### config.mk
export PLATFORM = sky130hd
export DESIGN_NAME = mmt_timer
export DESIGN_NICKNAME = d
export VERILOG_FILES = /design/src/hdl/mmt_pkg.sv /design/src/hdl/mmt_prescaler.sv /design/src/hdl/mmt_edge_irq.sv /design/src/hdl/mmt_timer.sv
export SDC_FILE = /design/constraint.sdc
export NUM_CORES = 1
export LEC_CHECK = 0
export ABC_CLOCK_PERIOD_IN_PS = 9000
export BUFFER_PORTS_ARGS = -buffer_cell sky130_fd_sc_hd__buf_4
export CELL_PAD_IN_SITES_DETAIL_PLACEMENT = 1
export CELL_PAD_IN_SITES_GLOBAL_PLACEMENT = 1
export CORE_ASPECT_RATIO = 0.5
export CORE_MARGIN = 3
export CORE_UTILIZATION = 40
export CTS_BUF_LIST = sky130_fd_sc_hd__clkbuf_4
export CTS_CLUSTER_DIAMETER = 60
export DETAILED_ROUTE_END_ITERATION = 6
export PLACE_DENSITY_LB_ADDON = 0.25
export SLEW_MARGIN = 25
export SYNTH_ARGS = -nofsm -noshare
export SYNTH_HDL_FRONTEND = slang
export SYNTH_SLANG_ARGS = --single-unit
### constraint.sdc
create_clock -name ref_clk -period 9 [get_ports ref_clk]
set_input_delay 1.8 -clock ref_clk [delete_from_list [all_inputs] [get_ports ref_clk]]
set_output_delay 1.8 -clock ref_clk [all_outputs]
set_load 0.005 [all_outputs]
### src/hdl/mmt_pkg.sv
/*
 * Constants for the multimode timer: register offsets, field positions,
 * reset values and modes.
 * Assumes a plain strobe register port with 8-bit data.
 */
package mmt_pkg;
	localparam logic [3:0] MMT_OFS_CTL      = 4'h0;
	localparam logic [3:0] MMT_OFS_CNT_HI   = 4'h1;
	localparam logic [3:0] MMT_OFS_CNT_LO   = 4'h2;
	localparam logic [3:0] MMT_OFS_RLD_HI   = 4'h3;
	localparam logic [3:0] MMT_OFS_RLD_LO   = 4'h4;
	localparam logic [3:0] MMT_OFS_CAP_HI   = 4'h5;
	localparam logic [3:0] MMT_OFS_CAP_LO   = 4'h6;
	localparam logic [3:0] MMT_OFS_EDGE_POL = 4'h7;
	localparam logic [3:0] MMT_OFS_PORT_SEL = 4'h8;
	localparam logic [3:0] MMT_OFS_EDGE_ST  = 4'h9;
	// Control register fields
	localparam int MMT_CTL_EN      = 7;
	localparam int MMT_CTL_POL     = 6;
	localparam int MMT_CTL_OUTEN   = 5;
	localparam int MMT_CTL_PRE_LSB = 3;
	localparam int MMT_CTL_MODE_LSB = 0;
	localparam logic [7:0]  MMT_CTL_RST  = 8'h00;
	localparam logic [15:0] MMT_CNT_RST  = 16'h0001;
	localparam logic [15:0] MMT_RLD_RST  = 16'hFFFF;
	localparam logic [15:0] MMT_CAP_RST  = 16'h0000;
	localparam logic [7:0]  MMT_PSEL_RST = 8'h00;
	localparam logic [7:0]  MMT_EPOL_RST = 8'h00;
	localparam logic [15:0] MMT_CNT_RESTART = 16'h0001;
	localparam logic [15:0] MMT_CNT_MAX     = 16'hFFFF;
	localparam int MMT_PRE_MAX = 128;
	typedef enum logic [2:0] {
		MMT_ONE_SHOT,
		MMT_CONTINUOUS,
		MMT_COUNTER,
		MMT_CAPTURE,
		MMT_COMPARE
	} mmt_mode_t;
endpackage

### src/hdl/mmt_prescaler.sv
/*
 * Prescaler: one-cycle tick every 2**sel system clocks (1..128).
 * Count is held at zero while run is low, so each enable restarts it.
 */
`timescale 1ns/1ps
`default_nettype none
module mmt_prescaler
	import mmt_pkg::*;
(
	// Clock and reset
	input  wire logic       ref_clk,
	input  wire logic       resetn,
	// Control
	input  wire logic       run,
	input  wire logic [2:0] sel,
	// Tick
	output logic            tick
);
	typedef struct packed {
		logic [6:0] cnt;
	} mmt_pre_state_t;

	mmt_pre_state_t st_q;
	mmt_pre_state_t st_d;
	logic [6:0]     lim;

	always_comb
	begin
		lim = 7'((8'h01 << sel) - 8'h01);
		st_d = st_q;
		tick = 1'b0;
		if (!run)
		begin
			st_d.cnt = 7'h00;
		end
		else if (st_q.cnt >= lim)
		begin
			st_d.cnt = 7'h00;
			tick = 1'b1;
		end
		else
		begin
			st_d.cnt = 7'(st_q.cnt + 7'h01);
		end
	end

	always_ff @(posedge ref_clk)
	begin
		if (!resetn)
			st_q <= '0;
		else
			st_q <= st_d;
	end
endmodule
`default_nettype wire

### src/hdl/mmt_edge_irq.sv
/*
 * Port edge interrupt routing: per pin index pick Port A or Port D, then
 * detect the chosen edge. Assumes port pins synchronous to ref_clk.
 */
`timescale 1ns/1ps
`default_nettype none
module mmt_edge_irq
	import mmt_pkg::*;
#(
	parameter int PINS = 8
)
(
	// Clock and reset
	input  wire logic            ref_clk,
	input  wire logic            resetn,
	// Configuration
	input  wire logic [PINS-1:0] pin_source_choice_bit,
	input  wire logic [PINS-1:0] edge_polarity_bit,
	// Pins
	input  wire logic [PINS-1:0] port_a_in,
	input  wire logic [PINS-1:0] port_d_in,
	// Edge pulses
	output logic [PINS-1:0]      edge_hit
);
	typedef struct packed {
		logic [PINS-1:0] prev;
	} mmt_edge_state_t;

	mmt_edge_state_t st_q;
	mmt_edge_state_t st_d;
	logic [PINS-1:0] sel_pin;

	generate
		for (genvar i = 0; i < PINS; i++)
		begin : g_pin
			// 0 routes Port A, 1 routes Port D
			assign sel_pin[i] = pin_source_choice_bit[i] ? port_d_in[i] : port_a_in[i];
			// 1 = rising, 0 = falling
			assign edge_hit[i] = edge_polarity_bit[i] ? (sel_pin[i] & ~st_q.prev[i])
				: (~sel_pin[i] & st_q.prev[i]);
		end
	endgenerate

	always_comb
	begin
		st_d = st_q;
		st_d.prev = sel_pin;
	end

	always_ff @(posedge ref_clk)
	begin
		if (!resetn)
			st_q <= '0;
		else
			st_q <= st_d;
	end
endmodule
`default_nettype wire

### src/hdl/mmt_timer.sv
/*
 * Multimode 16-bit timer with port edge interrupt routing.
 * Assumes a single 10 MHz clock, synchronous pins, one-cycle strobes.
 */
// Local design decisions: the placing of the registers and the plain strobed port.
// What this block does
// - 16-bit up-counter clocked by prescaled clock or timer input per mode.
// - Count FFFFH wraps to 0000H and counting continues.
// - Reload 0001H is shortest; 0000H means 65536 counts.
// - One-shot: at reload interrupt, count 0001H, clear enable, stop.
// - One-shot: output pin inverted for one clock at reload.
// - Continuous: written start count first pass only, then from 0001H.
// - Continuous: always prescaled system clock; period reload times prescale.
// - Counter: timer input edges counted, polarity bit picks edge.
// - Counter: prescaler bypassed, one count per qualifying edge.
// - Counter: at reload interrupt, count 0001H, resume, toggle output.
// - Capture: after capture keep counting; at reload interrupt and continue.
// - Capture value minus start times prescale equals elapsed clocks.
// - Compare: at match interrupt and toggle output; counter not reset.
// - Port select register: one bit per pin 0..7, reset 0.
// - Edge select bit: 0 falling, 1 rising edge interrupt.
`timescale 1ns/1ps
`default_nettype none
module mmt_timer
	import mmt_pkg::*;
#(
	parameter int PINS = 8
)
(
	// Clock and reset
	input  wire logic            ref_clk,
	input  wire logic            resetn,
	// Register port
	input  wire logic [3:0]      reg_addr,
	input  wire logic [7:0]      reg_wdata,
	input  wire logic            reg_wr,
	input  wire logic            reg_rd,
	output logic [7:0]           reg_rdata,
	// Timer pins
	input  wire logic            timer_in,
	output logic                 timer_out,
	output logic                 timer_irq,
	// Port interrupt pins
	input  wire logic [PINS-1:0] port_a_in,
	input  wire logic [PINS-1:0] port_d_in,
	output logic [PINS-1:0]      port_edge_irq
);
	if (PINS < 1 || PINS > 8)
		$error("PINS must be 1..8");

	typedef struct packed {
		logic            en;
		logic            pol;
		logic            out_en;
		logic [1:0]      pre_unused;
		logic [2:0]      pre;
		mmt_mode_t       mode;
		logic [15:0]     cnt;
		logic [15:0]     rld;
		logic [15:0]     cap;
		logic [7:0]      port_sel;
		logic [7:0]      edge_pol;
		logic            out_lvl;
		logic            pulse;
		logic            tin_prev;
		logic [7:0]      rdata;
		logic            irq;
		logic [PINS-1:0] pirq;
		logic            en_prev;
	} mmt_state_t;

	mmt_state_t      st_q;
	mmt_state_t      st_d;
	logic            pre_tick;
	logic [PINS-1:0] edge_hit;
	logic            tin_edge;
	logic            step;
	logic [15:0]     cnt_inc;
	logic            at_rld;
	logic [15:0]     hit_val;

	mmt_prescaler u_pre (
		.ref_clk (ref_clk),
		.resetn  (resetn),
		.run     (st_q.en && st_q.mode != MMT_COUNTER),
		.sel     (st_q.pre),
		.tick    (pre_tick)
	);

	mmt_edge_irq #(.PINS(PINS)) u_edge (
		.ref_clk               (ref_clk),
		.resetn                (resetn),
		.pin_source_choice_bit (st_q.port_sel[PINS-1:0]),
		.edge_polarity_bit     (st_q.edge_pol[PINS-1:0]),
		.port_a_in             (port_a_in),
		.port_d_in             (port_d_in),
		.edge_hit              (edge_hit)
	);

	always_comb
	begin
		st_d = st_q;
		st_d.irq = 1'b0;
		st_d.pirq = edge_hit;
		st_d.tin_prev = timer_in;
		st_d.en_prev = st_q.en;
		st_d.rdata = 8'h00;
		// Selected timer input edge: polarity 0 rising, 1 falling
		tin_edge = st_q.pol ? (st_q.tin_prev & ~timer_in) : (~st_q.tin_prev & timer_in);
		// Counter mode ignores prescaler
		step = st_q.en && ((st_q.mode == MMT_COUNTER) ? tin_edge : pre_tick);
		cnt_inc = 16'(st_q.cnt + 16'h0001);
		// Reload 0000H matches after the wrap, i.e. a 65536-count span
		at_rld = (st_q.cnt == st_q.rld);
		hit_val = cnt_inc;
		// One-shot pulse restores level after one cycle
		if (st_q.pulse)
		begin
			st_d.pulse = 1'b0;
			st_d.out_lvl = ~st_q.out_lvl;
		end
		if (step)
		begin
			if (at_rld)
			begin
				st_d.irq = 1'b1;
				case (st_q.mode)
					MMT_ONE_SHOT:
					begin
						hit_val = MMT_CNT_RESTART;
						st_d.en = 1'b0;
						if (st_q.out_en)
						begin
							st_d.out_lvl = ~st_q.out_lvl;
							st_d.pulse = 1'b1;
						end
					end
					MMT_CONTINUOUS, MMT_COUNTER:
					begin
						hit_val = MMT_CNT_RESTART;
						if (st_q.out_en)
							st_d.out_lvl = ~st_q.out_lvl;
					end
					MMT_COMPARE:
					begin
						if (st_q.out_en)
							st_d.out_lvl = ~st_q.out_lvl;
					end
					default:
					begin
						hit_val = cnt_inc;
					end
				endcase
			end
			st_d.cnt = hit_val;
		end
		// Capture on selected input edge
		if (st_q.en && st_q.mode == MMT_CAPTURE && tin_edge)
		begin
			st_d.cap = st_q.cnt;
			st_d.irq = 1'b1;
		end
		if (reg_wr)
		begin
			case (reg_addr)
				MMT_OFS_CTL:
				begin
					st_d.en = reg_wdata[MMT_CTL_EN];
					st_d.pol = reg_wdata[MMT_CTL_POL];
					st_d.out_en = reg_wdata[MMT_CTL_OUTEN];
					st_d.pre = reg_wdata[MMT_CTL_PRE_LSB +: 3] > 3'd7 ? 3'd7
						: reg_wdata[MMT_CTL_PRE_LSB +: 3];
					st_d.mode = (reg_wdata[2:0] > 3'd4) ? MMT_ONE_SHOT
						: mmt_mode_t'(reg_wdata[MMT_CTL_MODE_LSB +: 3]);
				end
				MMT_OFS_CNT_HI:   st_d.cnt[15:8] = reg_wdata;
				MMT_OFS_CNT_LO:   st_d.cnt[7:0] = reg_wdata;
				MMT_OFS_RLD_HI:   st_d.rld[15:8] = reg_wdata;
				MMT_OFS_RLD_LO:   st_d.rld[7:0] = reg_wdata;
				MMT_OFS_CAP_HI:   st_d.cap[15:8] = reg_wdata;
				MMT_OFS_CAP_LO:   st_d.cap[7:0] = reg_wdata;
				MMT_OFS_EDGE_POL: st_d.edge_pol = reg_wdata;
				MMT_OFS_PORT_SEL: st_d.port_sel = reg_wdata;
				default: ;
			endcase
		end
		if (reg_rd)
		begin
			case (reg_addr)
				MMT_OFS_CTL:      st_d.rdata = {st_q.en, st_q.pol, st_q.out_en, st_q.pre[1:0],
					st_q.mode};
				MMT_OFS_CNT_HI:   st_d.rdata = st_q.cnt[15:8];
				MMT_OFS_CNT_LO:   st_d.rdata = st_q.cnt[7:0];
				MMT_OFS_RLD_HI:   st_d.rdata = st_q.rld[15:8];
				MMT_OFS_RLD_LO:   st_d.rdata = st_q.rld[7:0];
				MMT_OFS_CAP_HI:   st_d.rdata = st_q.cap[15:8];
				MMT_OFS_CAP_LO:   st_d.rdata = st_q.cap[7:0];
				MMT_OFS_EDGE_POL: st_d.rdata = st_q.edge_pol;
				MMT_OFS_PORT_SEL: st_d.rdata = st_q.port_sel;
				MMT_OFS_EDGE_ST:  st_d.rdata = {st_q.pre[2], 7'h00};
				default:          st_d.rdata = 8'h00;
			endcase
		end
	end

	always_ff @(posedge ref_clk)
	begin
		if (!resetn)
		begin
			st_q <= '0;
			st_q.cnt <= MMT_CNT_RST;
			st_q.rld <= MMT_RLD_RST;
			st_q.cap <= MMT_CAP_RST;
			st_q.port_sel <= MMT_PSEL_RST;
			st_q.edge_pol <= MMT_EPOL_RST;
		end
		else
			st_q <= st_d;
	end

	assign reg_rdata = st_q.rdata;
	assign timer_out = st_q.out_lvl;
	assign timer_irq = st_q.irq;
	assign port_edge_irq = st_q.pirq;

	// Checks
	wrap_count_a: assert property (@(posedge ref_clk) disable iff (!resetn)
		(step && !at_rld && st_q.cnt == MMT_CNT_MAX && !reg_wr) |=> st_q.cnt == 16'h0000)
		else $error("count did not wrap to zero");
	oneshot_stop_a: assert property (@(posedge ref_clk) disable iff (!resetn)
		(step && at_rld && st_q.mode == MMT_ONE_SHOT && !reg_wr)
		|=> !st_q.en && st_q.cnt == MMT_CNT_RESTART && timer_irq)
		else $error("one-shot did not stop at reload");
	oneshot_pulse_a: assert property (@(posedge ref_clk) disable iff (!resetn)
		(step && at_rld && st_q.mode == MMT_ONE_SHOT && st_q.out_en)
		|=> $changed(timer_out) ##1 $changed(timer_out))
		else $error("one-shot pulse not one cycle");
	cont_restart_a: assert property (@(posedge ref_clk) disable iff (!resetn)
		(step && at_rld && st_q.mode == MMT_CONTINUOUS && !reg_wr)
		|=> st_q.cnt == MMT_CNT_RESTART && st_q.en)
		else $error("continuous did not restart");
	counter_step_a: assert property (@(posedge ref_clk) disable iff (!resetn)
		(st_q.en && st_q.mode == MMT_COUNTER && !tin_edge && !reg_wr)
		|=> $stable(st_q.cnt))
		else $error("counter moved without edge");
	counter_reload_a: assert property (@(posedge ref_clk) disable iff (!resetn)
		(step && at_rld && st_q.mode == MMT_COUNTER && st_q.out_en)
		|=> timer_irq && $changed(timer_out))
		else $error("counter reload missing effects");
	capture_copy_a: assert property (@(posedge ref_clk) disable iff (!resetn)
		(st_q.en && st_q.mode == MMT_CAPTURE && tin_edge && !reg_wr)
		|=> st_q.cap == $past(st_q.cnt) && timer_irq)
		else $error("capture did not copy count");
	compare_keep_a: assert property (@(posedge ref_clk) disable iff (!resetn)
		(step && at_rld && st_q.mode == MMT_COMPARE && !reg_wr)
		|=> st_q.cnt == 16'($past(st_q.cnt) + 16'h0001) && timer_irq)
		else $error("compare reset the counter");
	read_data_a: assert property (@(posedge ref_clk) disable iff (!resetn)
		(reg_rd && reg_addr == MMT_OFS_PORT_SEL) |=> reg_rdata == $past(st_q.port_sel))
		else $error("port select readback wrong");

	oneshot_cov_c: cover property (@(posedge ref_clk) st_q.mode == MMT_ONE_SHOT && step && at_rld);
	capture_cov_c: cover property (@(posedge ref_clk) st_q.mode == MMT_CAPTURE && tin_edge && st_q.en);
	edge_cov_c: cover property (@(posedge ref_clk) |edge_hit);
endmodule
`default_nettype wire

# Word level (Yosys, flattened, before mapping)
# Cells that the tools add are included.
# op_classes
addsub	3
mul	0
div	0
order_cmp	3
n_eq_ne	15
shift	1
n_mux	51
n_bitwise	39
reduce_logical	15
# ops
operator	n
8-bit case mux with 10 select lines	1
16-bit 2-to-1 mux	4
64-bit 2-to-1 mux	1
8-bit 2-to-1 mux	8
1-bit 2-to-1 mux	28
1-bit NOT	21
1-bit bitwise AND	18
16-bit by 1-bit adder with 16-bit output, second input constant	1
16-bit == test	1
4-bit by 3-bit == test with 1-bit output, second input constant	4
3-bit 2-to-1 mux	4
2-bit AND reduction	6
3-bit OR reduction	3
4-bit by 2-bit == test with 1-bit output, second input constant	2
4-bit == test, second input constant	2
2-bit 2-to-1 mux	4
7-bit by 1-bit adder with 7-bit output, second input constant	1
7-bit greater-or-equal comparator	1
1-bit by 3-bit left shift with 7-bit output, first input constant	1
7-bit by 1-bit subtractor with 7-bit output, second input constant	1
3-bit by 2-bit == test with 1-bit output, second input constant	2
3-bit > comparator, second input constant	2
4-bit by 1-bit == test with 1-bit output, second input constant	1
1-bit logical AND	4
6 further kinds	6
# totals
reg_bits	108
latch_bits	0
mem_bits_rw	0
rom_bits	0
input_bits	33
output_inout_bits	18
word_cells	146
memories	0

# Logic depth before layout (Yosys ltp)
# Gate-level depths: netlist of run 1.
# logic_depth
depth_word	10
depth_mapped	16
mapped_depth_nobuf	13

# Hierarchy
# Synthesis of run 1 repeated with hierarchy kept, for this count alone.
# hier_totals
cells_unflattened	689
area_unflattened_um2	5834.3
# by_module_without_submodules
module	instances	cells_per_inst	area_per_inst_um2	seq_area_each_um2
mmt_timer	1	590	4907.2	1861.8
mmt_edge_irq	1	48	470.5	160.2
mmt_prescaler	1	51	456.7	140.1

# Least setup slack after synthesis of run 1
# OpenSTA, ideal clock, no wires.
# synth_timing
path_type	input-to-reg
start	input reg_addr[0]
end	register st_q (netlist bit reg_rdata[1])
setup_time_ps	122
arrival_time_ps	3185
required_time_ps	8878
path_slack_ps	5693
cell_stages	6
n_path_buf	3
path_cell_list	clkbuf_1 -> buf_2 -> buf_1 -> mux2i_1 -> nor2_1 -> o311a_1
# synth_via
elab_chain_cells	2
word_cells_on_any_way	11
classes_between	eq/ne: 9; mux: 1; reduce/logical: 1
# synth_lines
element	line	text
start, declared	mmt_timer.sv:34	input wire logic [3:0] reg_addr,
4-bit == test (tied with other cells)	mmt_timer.sv:189	case (reg_addr)
8-bit case mux with 10 select lines (*)	mmt_timer.sv:189	
end signal, assigned	mmt_timer.sv:218	st_q <= st_d;
end, declared	mmt_timer.sv:72	mmt_state_t st_q;
# Every way passes the cells marked *; elsewhere a longest branch is shown, timed or not.
# A chain may end at the register's enable or synchronous reset.

# Worst setup path in the final report of run 1
# layout_timing
start	register st_q[90] in the netlist's numbering
end	register st_q[69] in the netlist's numbering
# layout_via
elab_chain_cells	10
# layout_lines
element	line	text
1-bit by 3-bit left shift with 7-bit output (*)	mmt_prescaler.sv:29	lim = 7'((8'h01 << sel) - 8'h01);
7-bit by 1-bit subtractor with 7-bit output (*)	mmt_prescaler.sv:29	
7-bit greater-or-equal comparator (*)	mmt_prescaler.sv:36	else if (st_q.cnt >= lim)
1-bit 2-to-1 mux (*)	mmt_prescaler.sv:36	
1-bit 2-to-1 mux (*)	mmt_prescaler.sv:32	if (!run)
1-bit 2-to-1 mux (*)	mmt_timer.sv:111	step = st_q.en && ((st_q.mode == MMT_COUNTER) ? tin_edge : pre_tick);
1-bit logical AND (*)	mmt_timer.sv:111	
16-bit 2-to-1 mux (*)	mmt_timer.sv:122	if (step)
8-bit 2-to-1 mux	mmt_timer.sv:165	case (reg_addr)
64-bit 2-to-1 mux (*)	mmt_timer.sv:163	if (reg_wr)
# Marked as above.

==> impl_results.md, run 1 <==
* Final hold vios at 0
* DRC violations left at 0
* Syn Inst Count at 709
* Pwr dens at 135 mW/mm^2
* Largest net degree at the start of global routing at 63
* Ys async rst share at 0
* Synth top area cells: dfxtp_1, mux2i_1, nand2_1
* Final HPWL DP at 14100 um
* Clock transition at path regs at 0.17 ns
* Slew headroom at 0.369
* Slowest stage cell, crit path: nor3b_2
* Flops & latches, synth at 108
* WS Path Type: reg2reg
* Routability cong. at 0.916
* TritonCTS clock tree: yes
* Leakage at 2.30 nW
* Clock share of power at 0.291
* Post-route ant nets at 0
* Most frequent cells in the layout: dfxtp_1, nand2_1, nor2_1
* DR vias/cell at 5.86
* Crit path capture type: flip-flop
* Cell Count, Final, Fillers Out at 900
* Drt wl/cell at 21.8 um
* Post-cts resize count at 0
* CTS Buffer Depth at 2
* DRT Pass-1 Iters at 4
* Synth warn at 0
* M1 wire length at 9400 um
* Crit path max-delay family: simple AND/OR/NAND/NOR gates
* Worst slew pin tran at 0.943 ns
* First-pass GRT wire length at 30900 um
* WP buf/inv at 0
* Max layer used: met5
* CP required at 9.38 ns
* Metal2 WL at 8600 um
* RSZ-0062 raised after global routing: no
* Pre-CTS setup slack at 5.00 ns
* Peak supply drop at 57.1 uV
* DR WL met3 at 1240 um
* DR vias at 5272
* Gate power share at 0.112
* Status: completed
* Setup TNS at 0 ns
* Net Count, Synth at 752
* Clock root cell: clkbuf_4
* Port bufs at 50
* Sequential area share after synthesis at 0.374
* Register Area at 0.00216 sq mm
* Main synth FF type: dfxtp_1
* Worst setup margin at 5.05 ns
* Final Util at 0.449
* Cell taking the most area after synthesis: dfxtp_1
* Top-area cell type share of the netlist area at 0.374
* Setup violations, final at 0
* Final Skew at 0.0272 ns
* H-tree depth at 3
* Reg power frac at 0.597
* Crit-path cells: or3_1 > ha_1 > nor3_1 > a21oi_1 > o21a_1 > ha_1 > nand3_1 > or3b_1 > nor3b_2 > or2_1 > and3_1 > o221ai_1
* Synth Cell Area at 0.00578 sq mm
* Initial core utilization at 0.418
* GRT overflow at 0
* WHS at 0.479 ns
* Most common cell after layout, fill and taps aside: dfxtp_1
* Achievable frequency at 0.253 GHz
* Vias in the first global route at 5281
* Core Area at 0.0138 sq mm
* Filler instances at 1704
* # hold bufs at CTS at 0
* Sw power at 0.252 mW
* R2R setup slack at 5.05 ns
* Num CTS Buffers at 9
* Gr usage total at 0.249
* Max Cap Viol at 0
* Chip Height at 91.0 um
* Worst Path Arrival at 4.32 ns
* Worst r2r path cells at 12
* Die X at 176 um
* Final instance area at 0.00621 sq mm
* Critical Path Max Stage Delay at 0.74 ns
* Placed cells at 883
* Sw Share at 0.301
* Final net count at 745
* Postcts setup bufs at 0
* Cell mode on critical path: ha_1
* Hold WC Path Type: reg2reg
* Total Routed Length at 19600 um
* DIE AREA at 0.0160 sq mm
* Levels on crit path at 12
* WHS Path Cells at 1
* Minimum clock period at 3.95 ns
* Sink Count at 108
* Post-synthesis cell type count at 62
* Cell Area, Placed at 0.00607 sq mm
* CP Launch Type: flip-flop
* Period utilization at 0.439
* Layout cells sized above 1 at 0.119
* FP Rows at 30
* Initial DRC Count at 489
* Worst skew pair latency at 0.52 ns
* Total power at 0.837 mW
* Crit Path Max Fanout at 11
* Final slew viol count at 0
* Pint at 0.585 mW
* Multi-input gate area at 0.00325 sq mm
* Synthesized area per cell at 8.15 sq um
* Post-synth EDFFs at 0
* I/O pins at 51
* Initial antenna violation count at 2
* Area growth, synth to finish at 7.50%
-- logic make-up (layout without fill, tap and decap cells) --
logic type,Yosys count,in the layout,share of synthesized area
AO/OA/AOI/OAI,144,144,0.168
XOR/XNOR,30,30,0.0455
adder cells (fa/ha/maj),10,10,0.0217
buffers and inverters,78,76,0.0646
flip-flops,108,108,0.374
multiplexers,49,49,0.0864
other,0,1,0
AND/OR/NAND/NOR,290,290,0.240
-- Yosys cell counts, drive strengths merged, types with 4 or more instances --
cell / number
a211oi: 22
a21oi: 44
a221oi: 4
a22o: 4
a22oi: 5
a31oi: 5
and2: 12
and3: 10
buf: 27
clkbuf: 44
dfxtp: 108
ha: 10
inv: 7
mux2: 7
mux2i: 42
nand2: 90
nand3: 36
nand3b: 5
nand4: 5
nor2: 87
nor2b: 8
nor3: 11
nor3b: 8
o2111ai: 5
o211ai: 8
o21ai: 17
o22ai: 11
xnor2: 19
xor2: 11
-- final cells by class --
type,count,area share
Antenna cell,1,0.000403
Clock buffer,9,0.0109
Clock inverter,7,0.00927
Inverter,7,0.00464
Multi-Input combinational cell,523,0.524
Sequential cell,108,0.348
Tap cell,192,0.0387
Timing Repair Buffer,53,0.0641
-- power by group through the flow --
stage / sequential (mW) / clock [mW] / combinational [mW]
floorplan: 0.504 / 0 / 0.0610
finish: 0.500 / 0.244 / 0.0937
CTS: 0.499 / 0.251 / 0.0929
global placement: 0.509 / 0 / 0.0903
global route: 0.501 / 0.270 / 0.102
detailed placement: 0.509 / 0 / 0.0925
-- worst register-to-register path: cells and delay by family (launching register included) --
family | cells | cell delay [ns]
AO/OA/AOI/OAI | 3 | 0.36
adder cells (fa/ha/maj) | 2 | 0.55
AND/OR/NAND/NOR | 7 | 2.51
flip-flops | 1 | 0.41
-- layer usage --
layer	GRT usage	vias to the layer above
met4	0.0566	2
met1	0.359	2632
met5	0	-
met3	0.0493	26
met2	0.384	148
li1	-	2464
-- worst paths after layout --
check,to,startpoint
min reg2reg,u_pre.st_q[0],u_pre.st_q[0]
min,u_pre.st_q[0],u_pre.st_q[0]
max reg2reg,st_q[69],st_q[90]
max,st_q[69],st_q[90]
-- state kept, by name, summed over array words and instances, names as in the netlist --
register       cells
port_edge_irq      8
reg_rdata          8
st_d               1
st_q              74
timer_irq          1
timer_out          1
u_edge.st_q        8
u_pre.st_q         7
(Power assumes the default switching activity.)
==> run 2, diff against run 1 <==
--- a/config.mk
+++ b/config.mk
@@ -5,7 +5,7 @@
 export SDC_FILE = /design/constraint.sdc
 export NUM_CORES = 1
 export LEC_CHECK = 0
-export ABC_CLOCK_PERIOD_IN_PS = 9000
+export ABC_CLOCK_PERIOD_IN_PS = 3300
 export BUFFER_PORTS_ARGS = -buffer_cell sky130_fd_sc_hd__buf_4
 export CELL_PAD_IN_SITES_DETAIL_PLACEMENT = 1
 export CELL_PAD_IN_SITES_GLOBAL_PLACEMENT = 1
==> constraint.sdc (replaced) <==
create_clock -name ref_clk -period 3.3 [get_ports ref_clk]
set_input_delay 0.66 -clock ref_clk [delete_from_list [all_inputs] [get_ports ref_clk]]
set_output_delay 0.66 -clock ref_clk [all_outputs]
set_load 0.005 [all_outputs]
==> run 2 against run 1 <==
Against the previous run:
- flip-flop and latch count stayed put
- sequential power rose to 2.7 times the previous value
- global-route usage rose by 0.49 points
- largest power group unchanged
- highest routed layer is now met4
- non-clock buffer count rose by 19
- power grew to 2.8 times the previous value
- clock-buffer cell count is the same
- clock skew increased by 0.0085 ns
- via count up 2.5%
==> impl_results.md, run 2 (synthesized netlist as in run 1, its figures left out) <==
* H-tree depth at 3
* I/O pins at 51
* Crit Path Max Fanout at 6
* Setup violations, final at 0
* Core Area at 0.0138 sq mm
* Drt wl/cell at 21.8 um
* Worst skew pair latency at 0.50 ns
* Routability cong. at 0.892
* Initial core utilization at 0.418
* WHS Endpoint: st_q[18]
* Filler instances at 1709
* Port bufs at 50
* Worst r2r path cells at 13
* Gate power share at 0.118
* Reg with most FFs: st_q
* Final slew viol count at 0
* Initial antenna violation count at 1
* Final Skew at 0.0356 ns
* Post-route ant nets at 0
* DRC violations left at 0
* Reg2Reg Launch Point: st_q[90]
* Die X at 176 um
* CP required at 3.70 ns
* Clock root cell: clkbuf_4
* WHS Path Cells at 2
* Postcts setup bufs at 0
* Final hold vios at 0
* Crit-path cells: or3_4 > ha_4 > nor3_2 > a21oi_1 > o21a_1 > ha_1 > nand3_1 > or3b_1 > nor3b_2 > buf_6 > o2111ai_1 > xor2_1 > a211oi_1
* Critical Path Max Stage Delay at 0.41 ns
* Crit path capture type: flip-flop
* Vias in the first global route at 5361
* FP Rows at 30
* Total Routed Length at 20000 um
* Leakage at 2.41 nW
* Final net count at 764
* Worst r2r dst: st_q[80]
* Minimum clock period at 3.13 ns
* TritonCTS clock tree: yes
* Setup TNS at 0 ns
* Final Util at 0.464
* DRT Pass-1 Iters at 5
* Slew headroom at 0.342
* Multi-input gate area at 0.00328 sq mm
* Most common cell after layout, fill and taps aside: dfxtp_1
* GRT overflow at 0
* Most frequent cells in the layout: dfxtp_1, nand2_1, nor2_1
* DIE AREA at 0.0160 sq mm
* Worst slew pin tran at 0.987 ns
* CTS Buffer Depth at 2
* Final HPWL DP at 14200 um
* Sw Share at 0.306
* Slowest stage cell, crit path: or3_4
* First-pass GRT wire length at 31400 um
* Sink Count at 108
* Reg power frac at 0.583
* Achievable frequency at 0.319 GHz
* Hold WC Path Type: in2reg
* DR vias at 5404
* Pwr dens at 364 mW/mm^2
* Num CTS Buffers at 9
* Max reg flops at 74
* DR vias/cell at 5.88
* Hold wc startpoint: timer_in
* Clock share of power at 0.299
* Sw power at 0.713 mW
* Status: completed
* Largest net degree at the start of global routing at 50
* Register Area at 0.00216 sq mm
* Layout cells sized above 1 at 0.150
* Gr usage total at 0.254
* Period utilization at 0.949
* R2R setup slack at 0.17 ns
* Max Cap Viol at 0
* Area growth, synth to finish at 10.9%
* Initial DRC Count at 444
* Chip Height at 91.0 um
* Peak supply drop at 146 uV
* WS Path Type: reg2reg
* CP Launch Type: flip-flop
* Worst Path Arrival at 3.54 ns
* Clock transition at path regs at 0.18 ns
* Pint at 1.62 mW
-- run 2: repair_timing --
action                                  in CTS  in global routing
hold buffers                                 0                  0
cloned                                       0                  1
endpoints found under the setup margin       9                 19
endpoints found under the hold margin        0                  0
pin swaps                                    0                  2
resized for setup                            2                  7
-- run 2: cell type report --
cell class | count | area share
timing repair buffer | 72 | 0.0846
inverter | 7 | 0.00410
multi-input combinational | 523 | 0.513
sequential | 108 | 0.338
clock inverter | 7 | 0.0125
tap | 192 | 0.0375
clock buffer | 9 | 0.0106
antenna | 1 | 0.000391
-- run 2: worst max-delay path by stage --
stage / startpoint / to / slack [ns] / cells after the start
finish: st_q[90] / st_q[80] / 0.17 / 13
global route: st_q[90] / st_q[80] / -0.03 / 15
CTS: st_q[89] / st_q[77] / 0.01 / 15
detailed placement: st_q[89] / st_q[69] / -0.08 / 15
global placement: st_q[90] / st_q[69] / 0.06 / 13
floorplan: st_q[90] / st_q[77] / 0.08 / 15
-- run 2: power groups by stage --
stage	combinational, mW	sequential [mW]	clock [mW]
2_1_floorplan	0.166	1.37	0
4_1_cts	0.268	1.36	0.719
6_report	0.275	1.36	0.698
5_1_grt	0.298	1.36	0.785
3_5_place_dp	0.266	1.38	0
3_3_place_gp	0.262	1.38	0
-- run 2: per-layer routing --
metal	global-route usage	share of wire
met1	0.359	0.46
met2	0.379	0.43
met3	0.0731	0.083
met4	0.0665	0.024
met5	0	0
-- run 2: metrics by stage --
step	hold slack [ns]	std cells	area, sq um	total power [mW]	setup slack, ns
finish	0.392	919	6400	2.33	0.169
floorplan	0.426	709	5780	1.54	0.0791
CTS	0.369	917	6370	2.35	0.0148
global placement	0.442	901	6210	1.65	0.0645
detailed placement	0.454	901	6210	1.65	-0.0758
global route	0.361	919	6400	2.45	-0.0334
-- run 2: critical path, delay by kind of cell (launching register included) --
kind | cells | cell delay (ns)
AND/OR/NAND/NOR | 5 | 1.24
AO/OA/AOI/OAI | 4 | 0.64
adder cells (fa/ha/maj) | 2 | 0.47
flip-flops | 1 | 0.35
XOR/XNOR | 1 | 0.18
buffers and inverters | 1 | 0.17
==> run 3, diff against run 2 <==
--- a/config.mk
+++ b/config.mk
@@ -9,7 +9,7 @@
 export BUFFER_PORTS_ARGS = -buffer_cell sky130_fd_sc_hd__buf_4
 export CELL_PAD_IN_SITES_DETAIL_PLACEMENT = 1
 export CELL_PAD_IN_SITES_GLOBAL_PLACEMENT = 1
-export CORE_ASPECT_RATIO = 0.5
+export CORE_ASPECT_RATIO = 1.4
 export CORE_MARGIN = 3
 export CORE_UTILIZATION = 40
 export CTS_BUF_LIST = sky130_fd_sc_hd__clkbuf_4
==> run 3 against run 2 <==
Against the previous run:
- clock power up 3.2%
- flip-flop and latch count unchanged
- register-to-register slack about the same
- critical endpoint is now st_q[81]
- clock-buffer cell count up 1
- first-iteration DRC count down 45%
- via count down 0.83%
- largest power group unchanged
- global-route usage down 0.85 points
- critical path type unchanged
==> impl_results.md, run 3 (synthesized netlist as in run 1, its figures left out) <==
* Reg power frac at 0.579
* Initial core utilization at 0.411
* I/O pins at 51
* Clock root cell: clkbuf_4
* Vias in the first global route at 5531
* Slew headroom at 0.359
* Max layer used: met4
* Most common cell after layout, fill and taps aside: dfxtp_1
* FP Rows at 51
* Gr usage total at 0.246
* Gate power share at 0.114
* Pwr dens at 367 mW/mm^2
* Sw power at 0.664 mW
* Crit path capture type: flip-flop
* Initial DRC Count at 246
* DRC violations left at 0
* Chip Height at 148 um
* Cell Area, Placed at 0.00616 sq mm
* CTS Buffer Depth at 2
* H-tree depth at 3
* Status: completed
* Final net count at 762
* Minimum clock period at 3.13 ns
* Port bufs at 50
* Sw Share at 0.283
* Area growth, synth to finish at 10.8%
* Period utilization at 0.947
* Setup violations, final at 0
* Peak supply drop at 166 uV
* CP required at 3.67 ns
* Routability cong. at 0.972
* Final HPWL DP at 14200 um
* Clock transition at path regs at 0.17 ns
* Clock share of power at 0.307
* WS Path Type: reg2reg
* Reg with most FFs: st_q
* DIE AREA at 0.0159 sq mm
* # hold bufs at CTS at 0
* DR WL met3 at 822 um
* Final instance area at 0.00640 sq mm
* Largest net degree at the start of global routing at 63
* Setup TNS at 0 ns
* Max reg flops at 74
* Worst Path Arrival at 3.50 ns
* GRT overflow at 0
* TritonCTS clock tree: yes
* Worst r2r path cells at 12
* First-pass GRT wire length at 30400 um
* Most frequent cells in the layout: dfxtp_1, nand2_1, nor2_1
* Final slew viol count at 0
* Hold wc startpoint: timer_in
* WHS Path Cells at 2
* Metal2 WL at 10100 um
* Die X at 108 um
* Worst slew pin tran at 0.959 ns
* Leakage at 2.40 nW
* Sink Count at 108
* DR vias at 5359
* Total Routed Length at 19500 um
* Hold WC Path Type: in2reg
* Final Util at 0.456
* Critical Path Source: st_q[88]
* Layout cells sized above 1 at 0.153
* Reg2Reg Launch Point: st_q[88]
* Worst skew pair latency at 0.49 ns
* M1 wire length at 7730 um
* Crit Path Max Fanout at 8
* CP Launch Type: flip-flop
* Drt wl/cell at 21.4 um
* DRT Pass-1 Iters at 4
* Initial antenna violation count at 1
* Max Cap Viol at 0
* Achievable frequency at 0.320 GHz
* Final Skew at 0.0349 ns
* Final hold vios at 0
* Pint at 1.68 mW
* Num CTS Buffers at 9
* Post-route ant nets at 0
* Core Area at 0.0140 sq mm
* DR vias/cell at 5.89
## run 3: cell count changes in the layout (fill, tap and decap cells not counted), moves of 2 or more
| cell | delta |
|---|---|
| inv_8 | -2 |
| dfxtp_1 | -2 |
| buf_4 | -2 |
| clkinv_8 | -2 |
| dfxtp_2 | +2 |
## run 3: final timing paths
kind	to	slack, ns
setup reg to reg	st_q[81]	0.17
hold reg to reg	u_pre.st_q[0]	0.50
setup / recovery	st_q[81]	0.17
hold / removal	st_q[18]	0.41
## run 3: power groups by stage
stage                     combinational, mW  sequential [mW]  clock [mW]
after global routing                  0.292             1.36       0.778
after global placement                0.253             1.38           0
after floorplan                       0.166             1.37           0
after detailed placement              0.260             1.39           0
final                                 0.267             1.36       0.720
after CTS                             0.262             1.36       0.738
## run 3: per-layer routing
layer / vias to the layer above / GRT usage
met3: 53 / 0.0313
li1: 2501 / -
met1: 2656 / 0.285
met2: 149 / 0.441
met4: 0 / 0.117
met5: - / 0
## run 3: timing repair
action | 4_1_cts | 5_1_grt
cloned | 0 | 1
endpoints found under the setup margin | 7 | 18
gates resized for setup | 2 | 12
buffers inserted | 0 | 3
pin swaps | 0 | 10
## run 3: metrics by stage
stage	std cells	worst slack [ns]	total power [mW]	hold slack, ns
finish	910	0.173	2.35	0.411
global placement	889	0.159	1.64	0.442
CTS	905	0.0618	2.36	0.379
global route	910	-0.0654	2.43	0.388
detailed placement	889	0.0471	1.65	0.476
floorplan	709	0.0791	1.54	0.426
## run 3: area by class of cell
cell class                 instances  area [sq um]
clock buffer                      10          75.1
timing repair buffer              70           527
clock inverter                     6          71.3
tap                              185           231
multi-input combinational        523          3300
inverter                           7          28.8
fill                            1728          7640
sequential                       108          2170
antenna                            1          2.50
## run 3: worst max-delay path: stages (launching register included)
cell,delay [ns]
dfxtp_2,0.35
or3_4,0.41
ha_4,0.20
buf_4,0.13
xor2_1,0.16
ha_1,0.21
a2111oi_2,0.51
nor3b_4,0.11
buf_6,0.17
or2_4,0.24
buf_4,0.16
a311oi_1,0.29
nor3_1,0.08
